### src/verilog/wfm_timer_map.svh
// Register offsets, field positions, reset values and timing counts
`ifndef WFM_TIMER_MAP_SVH
`define WFM_TIMER_MAP_SVH

`define OFF_PRIMARY 8'h00
`define OFF_WAVE 8'h04
`define OFF_OUTCTL 8'h08
`define OFF_STROBE 8'h0c
`define OFF_STATUS 8'h10
`define OFF_CMP_A_SET 8'h14
`define OFF_CMP_A_CLR 8'h18
`define OFF_CMP_B_SET 8'h1c
`define OFF_CMP_B_CLR 8'h20
`define OFF_FAULT 8'h24
`define OFF_UNLOCK 8'h28
`define OFF_COUNT 8'h2c

`define EN_BIT 0
`define PRESC_LSB 1
`define MODE_LSB 0
`define AUPD_BIT 0
`define STB_SYNC 0
`define STB_EOC 1
`define FLT_OVR 0
`define FLT_BLANK 1
`define FLT_TRIG 2
`define FLT_LEN_LSB 4

`define RST_HREADY 1'b1
`define RST_UNLOCK_KEY 32'h0000_00a5
`define RST_UNLOCK_WINDOW 3'h4
`define HSIZE_WORD 3'h2
`define SYNC_CYCLES 2'h2

`endif

### src/verilog/wfm_timer_pkg.sv
// Types shared by the waveform timer and its prescaler
package wfm_timer_pkg;

    typedef enum logic [1:0] {
        one_ramp, two_ramp, four_ramp, dual_slope
    } mode_t;

    typedef enum logic [1:0] {
        dead_time_a_state, on_time_a_state,
        dead_time_b_state, on_time_b_state
    } phase_t;

    typedef struct packed {
        logic [11:0] compare_a_set_value;
        logic [11:0] compare_a_clear_value;
        logic [11:0] compare_b_set_value;
        logic [11:0] compare_b_clear_value;
    } cmp_set_t;

    typedef struct packed {
        logic hsel;
        logic [31:0] haddr;
        logic [1:0] htrans;
        logic hwrite;
        logic [2:0] hsize;
        logic [31:0] hwdata;
        logic hready;
    } ahb_req_t;

    typedef struct packed {
        logic [31:0] hrdata;
        logic hreadyout;
        logic hresp;
    } ahb_rsp_t;

    typedef struct packed {
        logic [2:0] cnt;
        logic tick;
    } presc_state_t;

    typedef struct packed {
        logic busy;
        logic wr;
        logic [7:0] addr;
        ahb_rsp_t rsp;
        logic enable;
        logic [1:0] presc;
        mode_t mode;
        logic auto_update_bit;
        logic [15:0] fault_ctl;
        logic [2:0] unlock;
        cmp_set_t staged;
        cmp_set_t act;
        logic [1:0] en_cnt;
        logic [1:0] cmd_cnt;
        logic [1:0] strobe;
        logic core_en;
        logic [11:0] cnt;
        logic up;
        phase_t phase;
        logic eoc_pend;
        logic out_a;
        logic out_b;
        logic fault;
        logic [11:0] blank;
        logic wo_a;
        logic wo_b;
    } timer_state_t;

endpackage

### src/verilog/count_prescaler.sv
// Counter clock prescaler: one-cycle tick every 1, 2, 4 or 8 clocks
`timescale 1ns/1ps
`include "wfm_timer_map.svh"
module count_prescaler (
    input wire logic ref_clk,
    input wire logic nrst,
    input wire logic run,
    input wire logic [1:0] div_sel,
    output logic tick
);
    import wfm_timer_pkg::*;

    presc_state_t st;
    presc_state_t next_st;
    logic [2:0] top;

    assign top = 3'((4'h1 << div_sel) - 4'h1);
    assign tick = st.tick;

    always_comb begin
        next_st = st;
        next_st.tick = 1'b0;
        if (!run) begin
            next_st.cnt = 3'h0;
        end else if (st.cnt >= top) begin
            next_st.cnt = 3'h0;
            next_st.tick = 1'b1;
        end else begin
            next_st.cnt = st.cnt + 3'h1;
        end
    end

    always_ff @(posedge ref_clk or negedge nrst) begin
        if (!nrst) begin
            st <= '0;
        end else begin
            st <= next_st;
        end
    end
endmodule

### src/verilog/ramp_waveform_timer_sync.sv
// Waveform timer: AHB-Lite registers, sync stage and ramp counter core
`timescale 1ns/1ps
`include "wfm_timer_map.svh"
module ramp_waveform_timer_sync #(
    // Arbitrary key value
    parameter logic [31:0] UNLOCK_KEY = `RST_UNLOCK_KEY,
    parameter logic [2:0] UNLOCK_WINDOW = `RST_UNLOCK_WINDOW
) (
    input wire logic ref_clk,
    input wire logic nrst,
    input wfm_timer_pkg::ahb_req_t bus_req,
    input wire logic event_in,
    output wfm_timer_pkg::ahb_rsp_t bus_rsp,
    output logic waveform_output_a,
    output logic waveform_output_b
);
    import wfm_timer_pkg::*;

    timer_state_t st;
    timer_state_t next_st;
    logic tick;
    logic take;
    logic exec;
    logic eoc;
    logic ev;
    logic [31:0] d;

    function automatic logic en_ready(input timer_state_t s);
        return s.en_cnt == 2'h0;
    endfunction

    function automatic logic cmd_ready(input timer_state_t s);
        return s.en_cnt == 2'h0 && s.cmd_cnt == 2'h0;
    endfunction

    function automatic logic staged_ok(input timer_state_t s);
        return !s.enable || cmd_ready(s);
    endfunction

    function automatic logic [11:0] ramp_top(input cmp_set_t c,
                                             input phase_t p);
        unique case (p)
            dead_time_a_state: return c.compare_a_set_value;
            on_time_a_state: return c.compare_a_clear_value;
            dead_time_b_state: return c.compare_b_set_value;
            on_time_b_state: return c.compare_b_clear_value;
        endcase
    endfunction

    count_prescaler u_presc (
        .ref_clk(ref_clk),
        .nrst(nrst),
        .run(st.core_en),
        .div_sel(st.presc),
        .tick(tick)
    );

    assign take = bus_req.hsel && bus_req.htrans[1] && bus_req.hready;
    assign exec = st.busy;
    assign d = bus_req.hwdata;
    assign bus_rsp = st.rsp;
    assign waveform_output_a = st.wo_a;
    assign waveform_output_b = st.wo_b;

    always_comb begin
        next_st = st;
        eoc = 1'b0;
        // Blanking is counted in counter ticks, events sampled every clock
        ev = event_in && !(st.fault_ctl[`FLT_BLANK] && st.blank != 12'h0);
        if (st.unlock != 3'h0) begin
            next_st.unlock = st.unlock - 3'h1;
        end
        if (tick && st.blank != 12'h0) begin
            next_st.blank = st.blank - 12'h001;
        end

        // Counter core, advanced once per prescaled tick
        if (tick && st.core_en) begin
            unique case (st.mode)
                one_ramp: begin
                    next_st.cnt = st.cnt + 12'h001;
                    if (st.cnt == st.act.compare_a_set_value) begin
                        next_st.out_a = 1'b1;
                        next_st.phase = on_time_a_state;
                    end
                    if (st.cnt == st.act.compare_a_clear_value) begin
                        next_st.out_a = 1'b0;
                        next_st.phase = dead_time_b_state;
                    end
                    if (st.cnt == st.act.compare_b_set_value) begin
                        next_st.out_b = 1'b1;
                        next_st.phase = on_time_b_state;
                    end
                    if (st.cnt == st.act.compare_b_clear_value) begin
                        eoc = 1'b1;
                    end
                end
                two_ramp: begin
                    next_st.cnt = st.cnt + 12'h001;
                    if (st.phase == dead_time_a_state ||
                        st.phase == on_time_a_state) begin
                        if (st.cnt == st.act.compare_a_set_value) begin
                            next_st.out_a = 1'b1;
                            next_st.phase = on_time_a_state;
                        end
                        if (st.cnt == st.act.compare_a_clear_value) begin
                            next_st.out_a = 1'b0;
                            next_st.cnt = 12'h000;
                            next_st.phase = dead_time_b_state;
                        end
                    end else begin
                        if (st.cnt == st.act.compare_b_set_value) begin
                            next_st.out_b = 1'b1;
                            next_st.phase = on_time_b_state;
                        end
                        if (st.cnt == st.act.compare_b_clear_value) begin
                            eoc = 1'b1;
                        end
                    end
                end
                four_ramp: begin
                    next_st.cnt = st.cnt + 12'h001;
                    if (st.cnt == ramp_top(st.act, st.phase)) begin
                        next_st.cnt = 12'h000;
                        unique case (st.phase)
                            dead_time_a_state: begin
                                next_st.out_a = 1'b1;
                                next_st.phase = on_time_a_state;
                            end
                            on_time_a_state: begin
                                next_st.out_a = 1'b0;
                                next_st.phase = dead_time_b_state;
                            end
                            dead_time_b_state: begin
                                next_st.out_b = 1'b1;
                                next_st.phase = on_time_b_state;
                            end
                            on_time_b_state: begin
                                eoc = 1'b1;
                            end
                        endcase
                    end
                end
                dual_slope: begin
                    if (st.up) begin
                        if (st.cnt == st.act.compare_a_set_value) begin
                            next_st.out_a = 1'b0;
                        end
                        if (st.cnt == st.act.compare_b_set_value) begin
                            next_st.out_b = 1'b1;
                        end
                        if (st.cnt == st.act.compare_b_clear_value) begin
                            eoc = 1'b1;
                            next_st.up = 1'b0;
                        end else begin
                            next_st.cnt = st.cnt + 12'h001;
                        end
                    end else begin
                        if (st.cnt == st.act.compare_a_set_value) begin
                            next_st.out_a = 1'b1;
                        end
                        if (st.cnt == st.act.compare_b_set_value) begin
                            next_st.out_b = 1'b0;
                        end
                        if (st.cnt == 12'h000) begin
                            next_st.up = 1'b1;
                        end else begin
                            next_st.cnt = st.cnt - 12'h001;
                        end
                    end
                end
            endcase
            if (eoc) begin
                next_st.out_a = 1'b0;
                next_st.out_b = 1'b0;
                next_st.phase = dead_time_a_state;
                if (st.eoc_pend) begin
                    next_st.act = st.staged;
                    next_st.eoc_pend = 1'b0;
                end
                next_st.cnt = (st.mode == dual_slope) ?
                    next_st.act.compare_b_clear_value : 12'h000;
            end
            if (st.fault_ctl[`FLT_TRIG] ?
                (next_st.phase == on_time_b_state &&
                 st.phase != on_time_b_state) : eoc) begin
                next_st.blank = st.fault_ctl[`FLT_LEN_LSB +: 12];
            end
        end

        // Fault latch holds until the timer is disabled
        if (st.core_en && st.fault_ctl[`FLT_OVR] && ev) begin
            next_st.fault = 1'b1;
        end

        // Bus: every transfer takes one wait state
        if (exec) begin
            next_st.busy = 1'b0;
            next_st.rsp.hreadyout = 1'b1;
            if (!st.wr) begin
                case (st.addr)
                    `OFF_PRIMARY: next_st.rsp.hrdata =
                        {29'h0, st.presc, st.enable};
                    `OFF_WAVE: next_st.rsp.hrdata = {30'h0, st.mode};
                    `OFF_OUTCTL: next_st.rsp.hrdata = {31'h0, st.auto_update_bit};
                    `OFF_STROBE: next_st.rsp.hrdata = {30'h0, st.strobe};
                    `OFF_STATUS: next_st.rsp.hrdata = {27'h0, st.wo_b,
                        st.wo_a, st.core_en, cmd_ready(st), en_ready(st)};
                    `OFF_CMP_A_SET: next_st.rsp.hrdata =
                        {20'h0, st.staged.compare_a_set_value};
                    `OFF_CMP_A_CLR: next_st.rsp.hrdata =
                        {20'h0, st.staged.compare_a_clear_value};
                    `OFF_CMP_B_SET: next_st.rsp.hrdata =
                        {20'h0, st.staged.compare_b_set_value};
                    `OFF_CMP_B_CLR: next_st.rsp.hrdata =
                        {20'h0, st.staged.compare_b_clear_value};
                    `OFF_FAULT: next_st.rsp.hrdata = {16'h0, st.fault_ctl};
                    `OFF_COUNT: next_st.rsp.hrdata = {20'h0, st.cnt};
                    default: next_st.rsp.hrdata = 32'h0;
                endcase
            end else begin
                case (st.addr)
                    `OFF_PRIMARY: begin
                        if (en_ready(st) && d[`EN_BIT] != st.enable) begin
                            next_st.enable = d[`EN_BIT];
                            next_st.en_cnt = `SYNC_CYCLES;
                        end
                        if (!st.enable) begin
                            next_st.presc = d[`PRESC_LSB +: 2];
                        end
                    end
                    `OFF_WAVE: if (!st.enable) begin
                        next_st.mode = mode_t'(d[`MODE_LSB +: 2]);
                    end
                    `OFF_OUTCTL: if (!st.enable) begin
                        next_st.auto_update_bit = d[`AUPD_BIT];
                    end
                    `OFF_STROBE: begin
                        if (st.core_en && cmd_ready(st) &&
                            d[1:0] != 2'h0) begin
                            next_st.strobe = d[1:0];
                            next_st.cmd_cnt = `SYNC_CYCLES;
                        end
                    end
                    `OFF_CMP_A_SET: if (staged_ok(st)) begin
                        next_st.staged.compare_a_set_value = d[11:0];
                    end
                    `OFF_CMP_A_CLR: if (staged_ok(st)) begin
                        next_st.staged.compare_a_clear_value = d[11:0];
                    end
                    `OFF_CMP_B_SET: if (staged_ok(st)) begin
                        next_st.staged.compare_b_set_value = d[11:0];
                    end
                    `OFF_CMP_B_CLR: if (staged_ok(st)) begin
                        next_st.staged.compare_b_clear_value = d[11:0];
                        if (st.auto_update_bit && st.core_en) begin
                            next_st.eoc_pend = 1'b1;
                        end
                    end
                    `OFF_FAULT: begin
                        if (st.unlock != 3'h0 && !st.enable) begin
                            next_st.fault_ctl = d[15:0];
                            next_st.unlock = 3'h0;
                        end
                    end
                    `OFF_UNLOCK: if (d == UNLOCK_KEY) begin
                        next_st.unlock = UNLOCK_WINDOW;
                    end
                    default: ;
                endcase
            end
        end else if (take) begin
            next_st.busy = 1'b1;
            next_st.rsp.hreadyout = 1'b0;
            next_st.addr = bus_req.haddr[7:0];
            next_st.wr = bus_req.hwrite && bus_req.hsize == `HSIZE_WORD;
        end

        // Command crossing completes; strobe empties when delivered
        if (st.cmd_cnt != 2'h0) begin
            next_st.cmd_cnt = st.cmd_cnt - 2'h1;
        end
        if (st.cmd_cnt == 2'h1) begin
            next_st.strobe = 2'h0;
            if (st.strobe[`STB_SYNC]) begin
                next_st.act = st.staged;
            end
            if (st.strobe[`STB_EOC]) begin
                next_st.eoc_pend = 1'b1;
            end
        end

        // Enable crossing completes last so it overrides the core
        if (st.en_cnt != 2'h0) begin
            next_st.en_cnt = st.en_cnt - 2'h1;
        end
        if (st.en_cnt == 2'h1) begin
            next_st.core_en = st.enable;
            next_st.out_a = 1'b0;
            next_st.out_b = 1'b0;
            next_st.eoc_pend = 1'b0;
            next_st.phase = dead_time_a_state;
            next_st.fault = 1'b0;
            next_st.blank = 12'h000;
            if (st.enable) begin
                next_st.act = st.staged;
                next_st.up = st.mode != dual_slope;
                next_st.cnt = (st.mode == dual_slope) ?
                    st.staged.compare_b_clear_value : 12'h000;
            end
        end
        next_st.wo_a = next_st.out_a && !next_st.fault;
        next_st.wo_b = next_st.out_b && !next_st.fault;
    end

    always_ff @(posedge ref_clk or negedge nrst) begin
        if (!nrst) begin
            st <= '0;
            st.rsp.hreadyout <= `RST_HREADY;
        end else begin
            st <= next_st;
        end
    end
endmodule

### config.mk
export PLATFORM = sky130hd
export DESIGN_NAME = ramp_waveform_timer_sync
export DESIGN_NICKNAME = d
export VERILOG_FILES = /design/src/verilog/wfm_timer_pkg.sv /design/src/verilog/count_prescaler.sv /design/src/verilog/ramp_waveform_timer_sync.sv
export VERILOG_INCLUDE_DIRS = /design/src /design/src/verilog
export SDC_FILE = /design/constraint.sdc
export NUM_CORES = 1
export LEC_CHECK = 0
export BUFFER_PORTS_ARGS = -buffer_cell sky130_fd_sc_hd__buf_2
export CAP_MARGIN = 20
export CORE_MARGIN = 2
export CORE_UTILIZATION = 55
export CTS_CLUSTER_SIZE = 24
export DETAILED_ROUTE_END_ITERATION = 7
export GPL_TIMING_DRIVEN = 0
export PLACE_DENSITY = 0.78
export SYNTH_ARGS = -nofsm -noshare
export SYNTH_HDL_FRONTEND = slang
export SYNTH_SLANG_ARGS = --single-unit
### constraint.sdc
create_clock -name ref_clk -period 7.7 [get_ports ref_clk]
set_input_delay 1.155 -clock ref_clk [delete_from_list [all_inputs] [get_ports ref_clk]]
set_output_delay 1.155 -clock ref_clk [all_outputs]
set_load 0.005 [all_outputs]
-- Word level (Yosys, flattened, before mapping)
Index checks and enable logic that the tools add are counted.
- add/subtract/negate cells: 8
- magnitude comparators: 1
- equal/unequal tests: 30
- shifts and indexed selects: 1
- muxes and demuxes: 99
- bitwise logic cells: 3
- reduce and logical (&&, ||, !) cells: 62
- operators by type and width (operator ; number):
    48-bit 2-to-1 mux ; 7
    12-bit 2-to-1 mux ; 21
    16-bit case mux with 11 select lines ; 1
    51-bit 2-to-1 mux ; 2
    12-bit case mux with 4 select lines ; 2
    12-bit equality test ; 5
    4-bit AND reduction ; 12
    2-bit nonzero test ; 17
    32-bit by 8-bit equality test with 1-bit output (second input constant) ; 1
    8-bit by 5-bit equality test with 1-bit output (second input constant) ; 4
    8-bit by 6-bit equality test with 1-bit output (second input constant) ; 4
    1-bit 2-to-1 mux ; 31
    31-bit 2-to-1 mux ; 1
    13-bit 2-to-1 mux ; 2
    2-bit 2-to-1 mux ; 13
    12-bit by 1-bit subtractor with 12-bit output (second input constant) ; 2
    1-bit logical AND ; 18
    18-bit 2-to-1 mux ; 1
    8-bit by 4-bit equality test with 1-bit output (second input constant) ; 2
    3-bit 2-to-1 mux ; 5
    12-bit by 1-bit adder with 12-bit output (second input constant) ; 1
    12-bit zero test ; 1
    6-bit 2-to-1 mux ; 2
    2-bit case mux with 3 select lines ; 2
    26 further kinds ; 47
- bits in registers: 208
- input port bits: 75
- output and inout bits: 36
- logic and storage cells: 239

-- Logic depth before layout (Yosys ltp)
- depth in word-level cells: 21
- depth in mapped cells: 12
- gate-level depth less buffers: 10

-- By module
From an unflattened synthesis, not the netlist that was laid out.
- cells, all modules: 1080
- area total of the unflattened synthesis: 11328.4 µm²
- by module, submodules not included (module ; times used ; cells each ; area each (µm²) ; seq. area each (µm²)):
    ramp_waveform_timer_sync ; 1 ; 1057 ; 11084.4 ; 4705.8
    count_prescaler ; 1 ; 23 ; 244.0 ; 100.1

-- Worst setup path after synthesis
Ideal clock, no wire load.
- kind: reg-to-reg
- start: reg st[18] (netlist name)
- end: reg st[67] (netlist name)
- setup time: 0.127 ns
- data arrival time: 2.708 ns
- data required time: 7.573 ns
- path slack: 4.864 ns
- stages on the path, launching flop included: 13
- path buffers: 4
- period minus slack after synthesis: 2.836 ns
- cell sequence: dfrtp_1 -> buf_6 -> buf_6 -> mux4_2 -> xnor2_2 -> nand4_2 -> nor3_4 -> a21oi_2 -> nor2_1 -> a221o_1 -> buf_6 -> buf_6 -> mux2_1
- RTL lines (what ; line ; RTL):
    from (decl) ; ramp_waveform_timer_sync.sv:19 ; timer_state_t st;
    from (signal assigned) ; ramp_waveform_timer_sync.sv:321 ; st <= next_st;

==> out/qor.yml <==
cts:
  htreeDepth: 4
  cts_root_buffer: "clkbuf_16"
  cts_buffer_depth: 2
  cts_buffers: 17
  hold_buffers: 0
  ctsResizeCount: 0
  clock-sinks: 192
  insertion_delay_ns: 0.44
  cts_setup_buffers: 0
  cts_tree: "done"
  clkTransAtPathRegs_ns: 0.07
setup_path:
  reg2reg_to: "st[5]$_DFF_PN0_"
  end_kind: "register"
  rrSetupSlack_ns: 3.90
  crit_path_start_kind: "register"
  worstSetupPathType: "reg -> reg"
  cp_max_fo: 10
  r2r-start: "st[22]$_DFF_PN0_"
  endpoint: "st[5]$_DFF_PN0_"
  cp.arrival_ns: 4.14
  worst-r2r-cell-count: 9
  worstPathRequired_ns: 8.04
  critPathLaunch: "st[22]$_DFF_PN0_"
sta:
  skew_ns: 0.00713
  hold_ws_ns: 0.471
  finalCriticalPeriod_ns: 3.80
  finalHoldViolCount: 0
  setup_viol_count_final: 0
  slew_headroom_pct: 28.7
  rsz0062_at_grt: "no"
  worst-slew-pin-transition_ns: 1.06
  slew_violations: 0
  setup_tns_ns: 0
  finalCritPeriodShare_pct: 49.4
  fmax_mhz: 263
place:
  gp_congestion: 0.955
  numPortBuffers: 67
  dp_hpwl_um: 25200
floorplanning:
  rows: 52
  fp.dieH_um: 148
  die_area_um2: 21900
  placeableCoreArea_um2: 20300
  io_pins: 111
  start_util_pct: 56.2
  die-width_um: 148
run_status:
  outcome: "finished clean"
global_routing:
  grt_pass1_wl_um: 52900
  global_route.usage.total_pct: 31.7
  antenna_found_initial: 1
  overflow: 0
  grt_max_degree: 106
  grt_pass1_vias: 9197
drt:
  wirelength_um: 34400
  firstDrtPassIters: 5
  drcViolationCount: 0
  vias: 9430
  final_antenna_net_count: 0
  vias_per_cell: 6.39
  drt-initial-drc-count: 1028
  wl_per_cell_um: 23.3
cells_and_area:
  areaGrowthSynthToFinish_pct: 12.1
  final_cell_mix: "dfrtp_1 (191), mux2_2 (98), nand2_1 (94)"
  fin_nets: 1283
  antenna_cells: 0
  seqCellArea_um2: 4810
  fill_cells: 1672
  layout-drive-gt1-share_pct: 25.7
  layout_commonest_cell: "dfrtp_1"
  multi_input_area_um2: 5960
yosys:
  synth-seq-cells: 192
  ys_warn_count: 0
  netlist_area_um2: 11400
  syn_inst: 1088
  ys_async_sr_fraction_pct: 100
  ys_dominant_reg_cell: "dfrtp_1"
  yosysSeqAreaShare_pct: 42.2
  synth_edf_count: 0
  ys_types: 89
  syn_avg_cell_area_um2: 10.5
power:
  p_leak_nw: 5.64
  peakVddDrop_mv: 0.168
  power_mw: 3.20
  power.density_nw_per_um2: 250
flow_run:
  cap_violations: 0
min_path:
  hold_class: "reg -> reg"
## report_power, final
group          total (mW)  leakage, nW  switching, mW  internal, mW
logic                1.08         2.74          0.667         0.415
clock network       0.923        0.294          0.419         0.504
registers            1.19         2.60         0.0904          1.10
## cell usage after synthesis, drive strengths merged (7+ instances only)
cell / number / area share (%)
a211oi: 7 / 0.46
a21o: 9 / 0.59
a21oi: 56 / 2.8
a221oi: 14 / 1.2
a22oi: 25 / 1.6
a311oi: 12 / 1.5
a31oi: 8 / 0.44
and2: 9 / 0.49
buf: 64 / 3.9
clkbuf: 45 / 1.5
dfrtp: 191 / 42
ha: 16 / 1.8
inv: 22 / 0.72
mux2: 118 / 12
mux2i: 15 / 1.3
mux4: 12 / 2.4
nand2: 94 / 3.1
nand2b: 8 / 0.44
nand3: 16 / 0.70
nand4: 16 / 0.99
nor2: 60 / 2.0
nor2b: 7 / 0.45
nor3: 26 / 1.3
nor4: 17 / 0.93
o211ai: 7 / 0.46
o21ai: 42 / 1.8
or4: 8 / 0.53
xnor2: 69 / 5.6
xor2: 8 / 0.61
## worst min path at each step
| stage | startpoint | end | cells after the start |
|---|---|---|---|
| after floorplan | u_presc.st[1]$_DFF_PN0_ | u_presc.st[1]$_DFF_PN0_ | 1 |
| after global placement | u_presc.st[1]$_DFF_PN0_ | u_presc.st[1]$_DFF_PN0_ | 1 |
| after detailed placement | u_presc.st[1]$_DFF_PN0_ | u_presc.st[1]$_DFF_PN0_ | 1 |
| after CTS | u_presc.st[1]$_DFF_PN0_ | u_presc.st[1]$_DFF_PN0_ | 1 |
| after global routing | u_presc.st[1]$_DFF_PN0_ | u_presc.st[1]$_DFF_PN0_ | 1 |
| final | u_presc.st[1]$_DFF_PN0_ | u_presc.st[1]$_DFF_PN0_ | 1 |
## per-stage QoR
| step | utilization [%] | worst slack [ns] | cell area, µm² | std cells |
|---|---|---|---|---|
| 2_1_floorplan | - | 4.86 | 11500 | 1104 |
| 3_3_place_gp | 59.8 | 2.29 | 12100 | 1441 |
| 3_5_place_dp | 60.0 | 4.10 | 12200 | 1442 |
| 4_1_cts | 62.9 | 4.04 | 12800 | 1474 |
| 5_1_grt | 63.0 | 3.75 | 12800 | 1475 |
| 6_report | 63.0 | 3.90 | 12800 | 1475 |
## layout make-up
| class | instances | area share, % |
|---|---|---|
| timing repair buffer | 69 | 2.98 |
| multi-input combinational | 780 | 46.6 |
| tap | 270 | 2.64 |
| sequential | 192 | 37.6 |
| clock buffer | 19 | 3.54 |
| inverter | 23 | 0.675 |
| buffer | 109 | 4.78 |
| clock inverter | 13 | 1.18 |
## state kept, by name (all words and copies together), names as in the netlist
| name | count |
|---|---|
| waveform_output_b | 1 |
| waveform_output_a | 1 |
| u_presc.tick | 1 |
| bus_rsp | 17 |
| u_presc.st | 3 |
| exec | 1 |
| st | 168 |
## critical path, stage by stage (launching register included)
cell       delay, ns
dfrtp_1         0.51
clkbuf_1        0.58
xnor2_1         0.21
nand4_1         0.23
nor4_1          0.54
a2111oi_0       0.14
nor4_1          0.73
o2111ai_4       0.19
buf_2           0.27
a311oi_2        0.30
## cells by family (layout without fill, tap and decap cells)
kind of cell	after synthesis	after routing	synth area share [%]
buffers and inverters	132	233	6.11
AOI/OAI and AO/OA	232	232	15.2
xor gates and xnor gates	77	77	6.18
DFF	192	192	42.2
muxes	145	145	15.3
and+or+nand+nor	293	293	13.2
adders and majority gates	16	16	1.76
other	1	17	0.0329
## metal layers
metal  GRT usage [%]  part of all wire, %  vias to the layer above
li1                -                    -                     4138
met1            43.0                   40                     4642
met2            50.1                   46                      556
met3            6.14                  9.6                       94
met4            13.6                  4.4                        0
met5               0                    0                        -
Power figures use the tool's default switching activity.
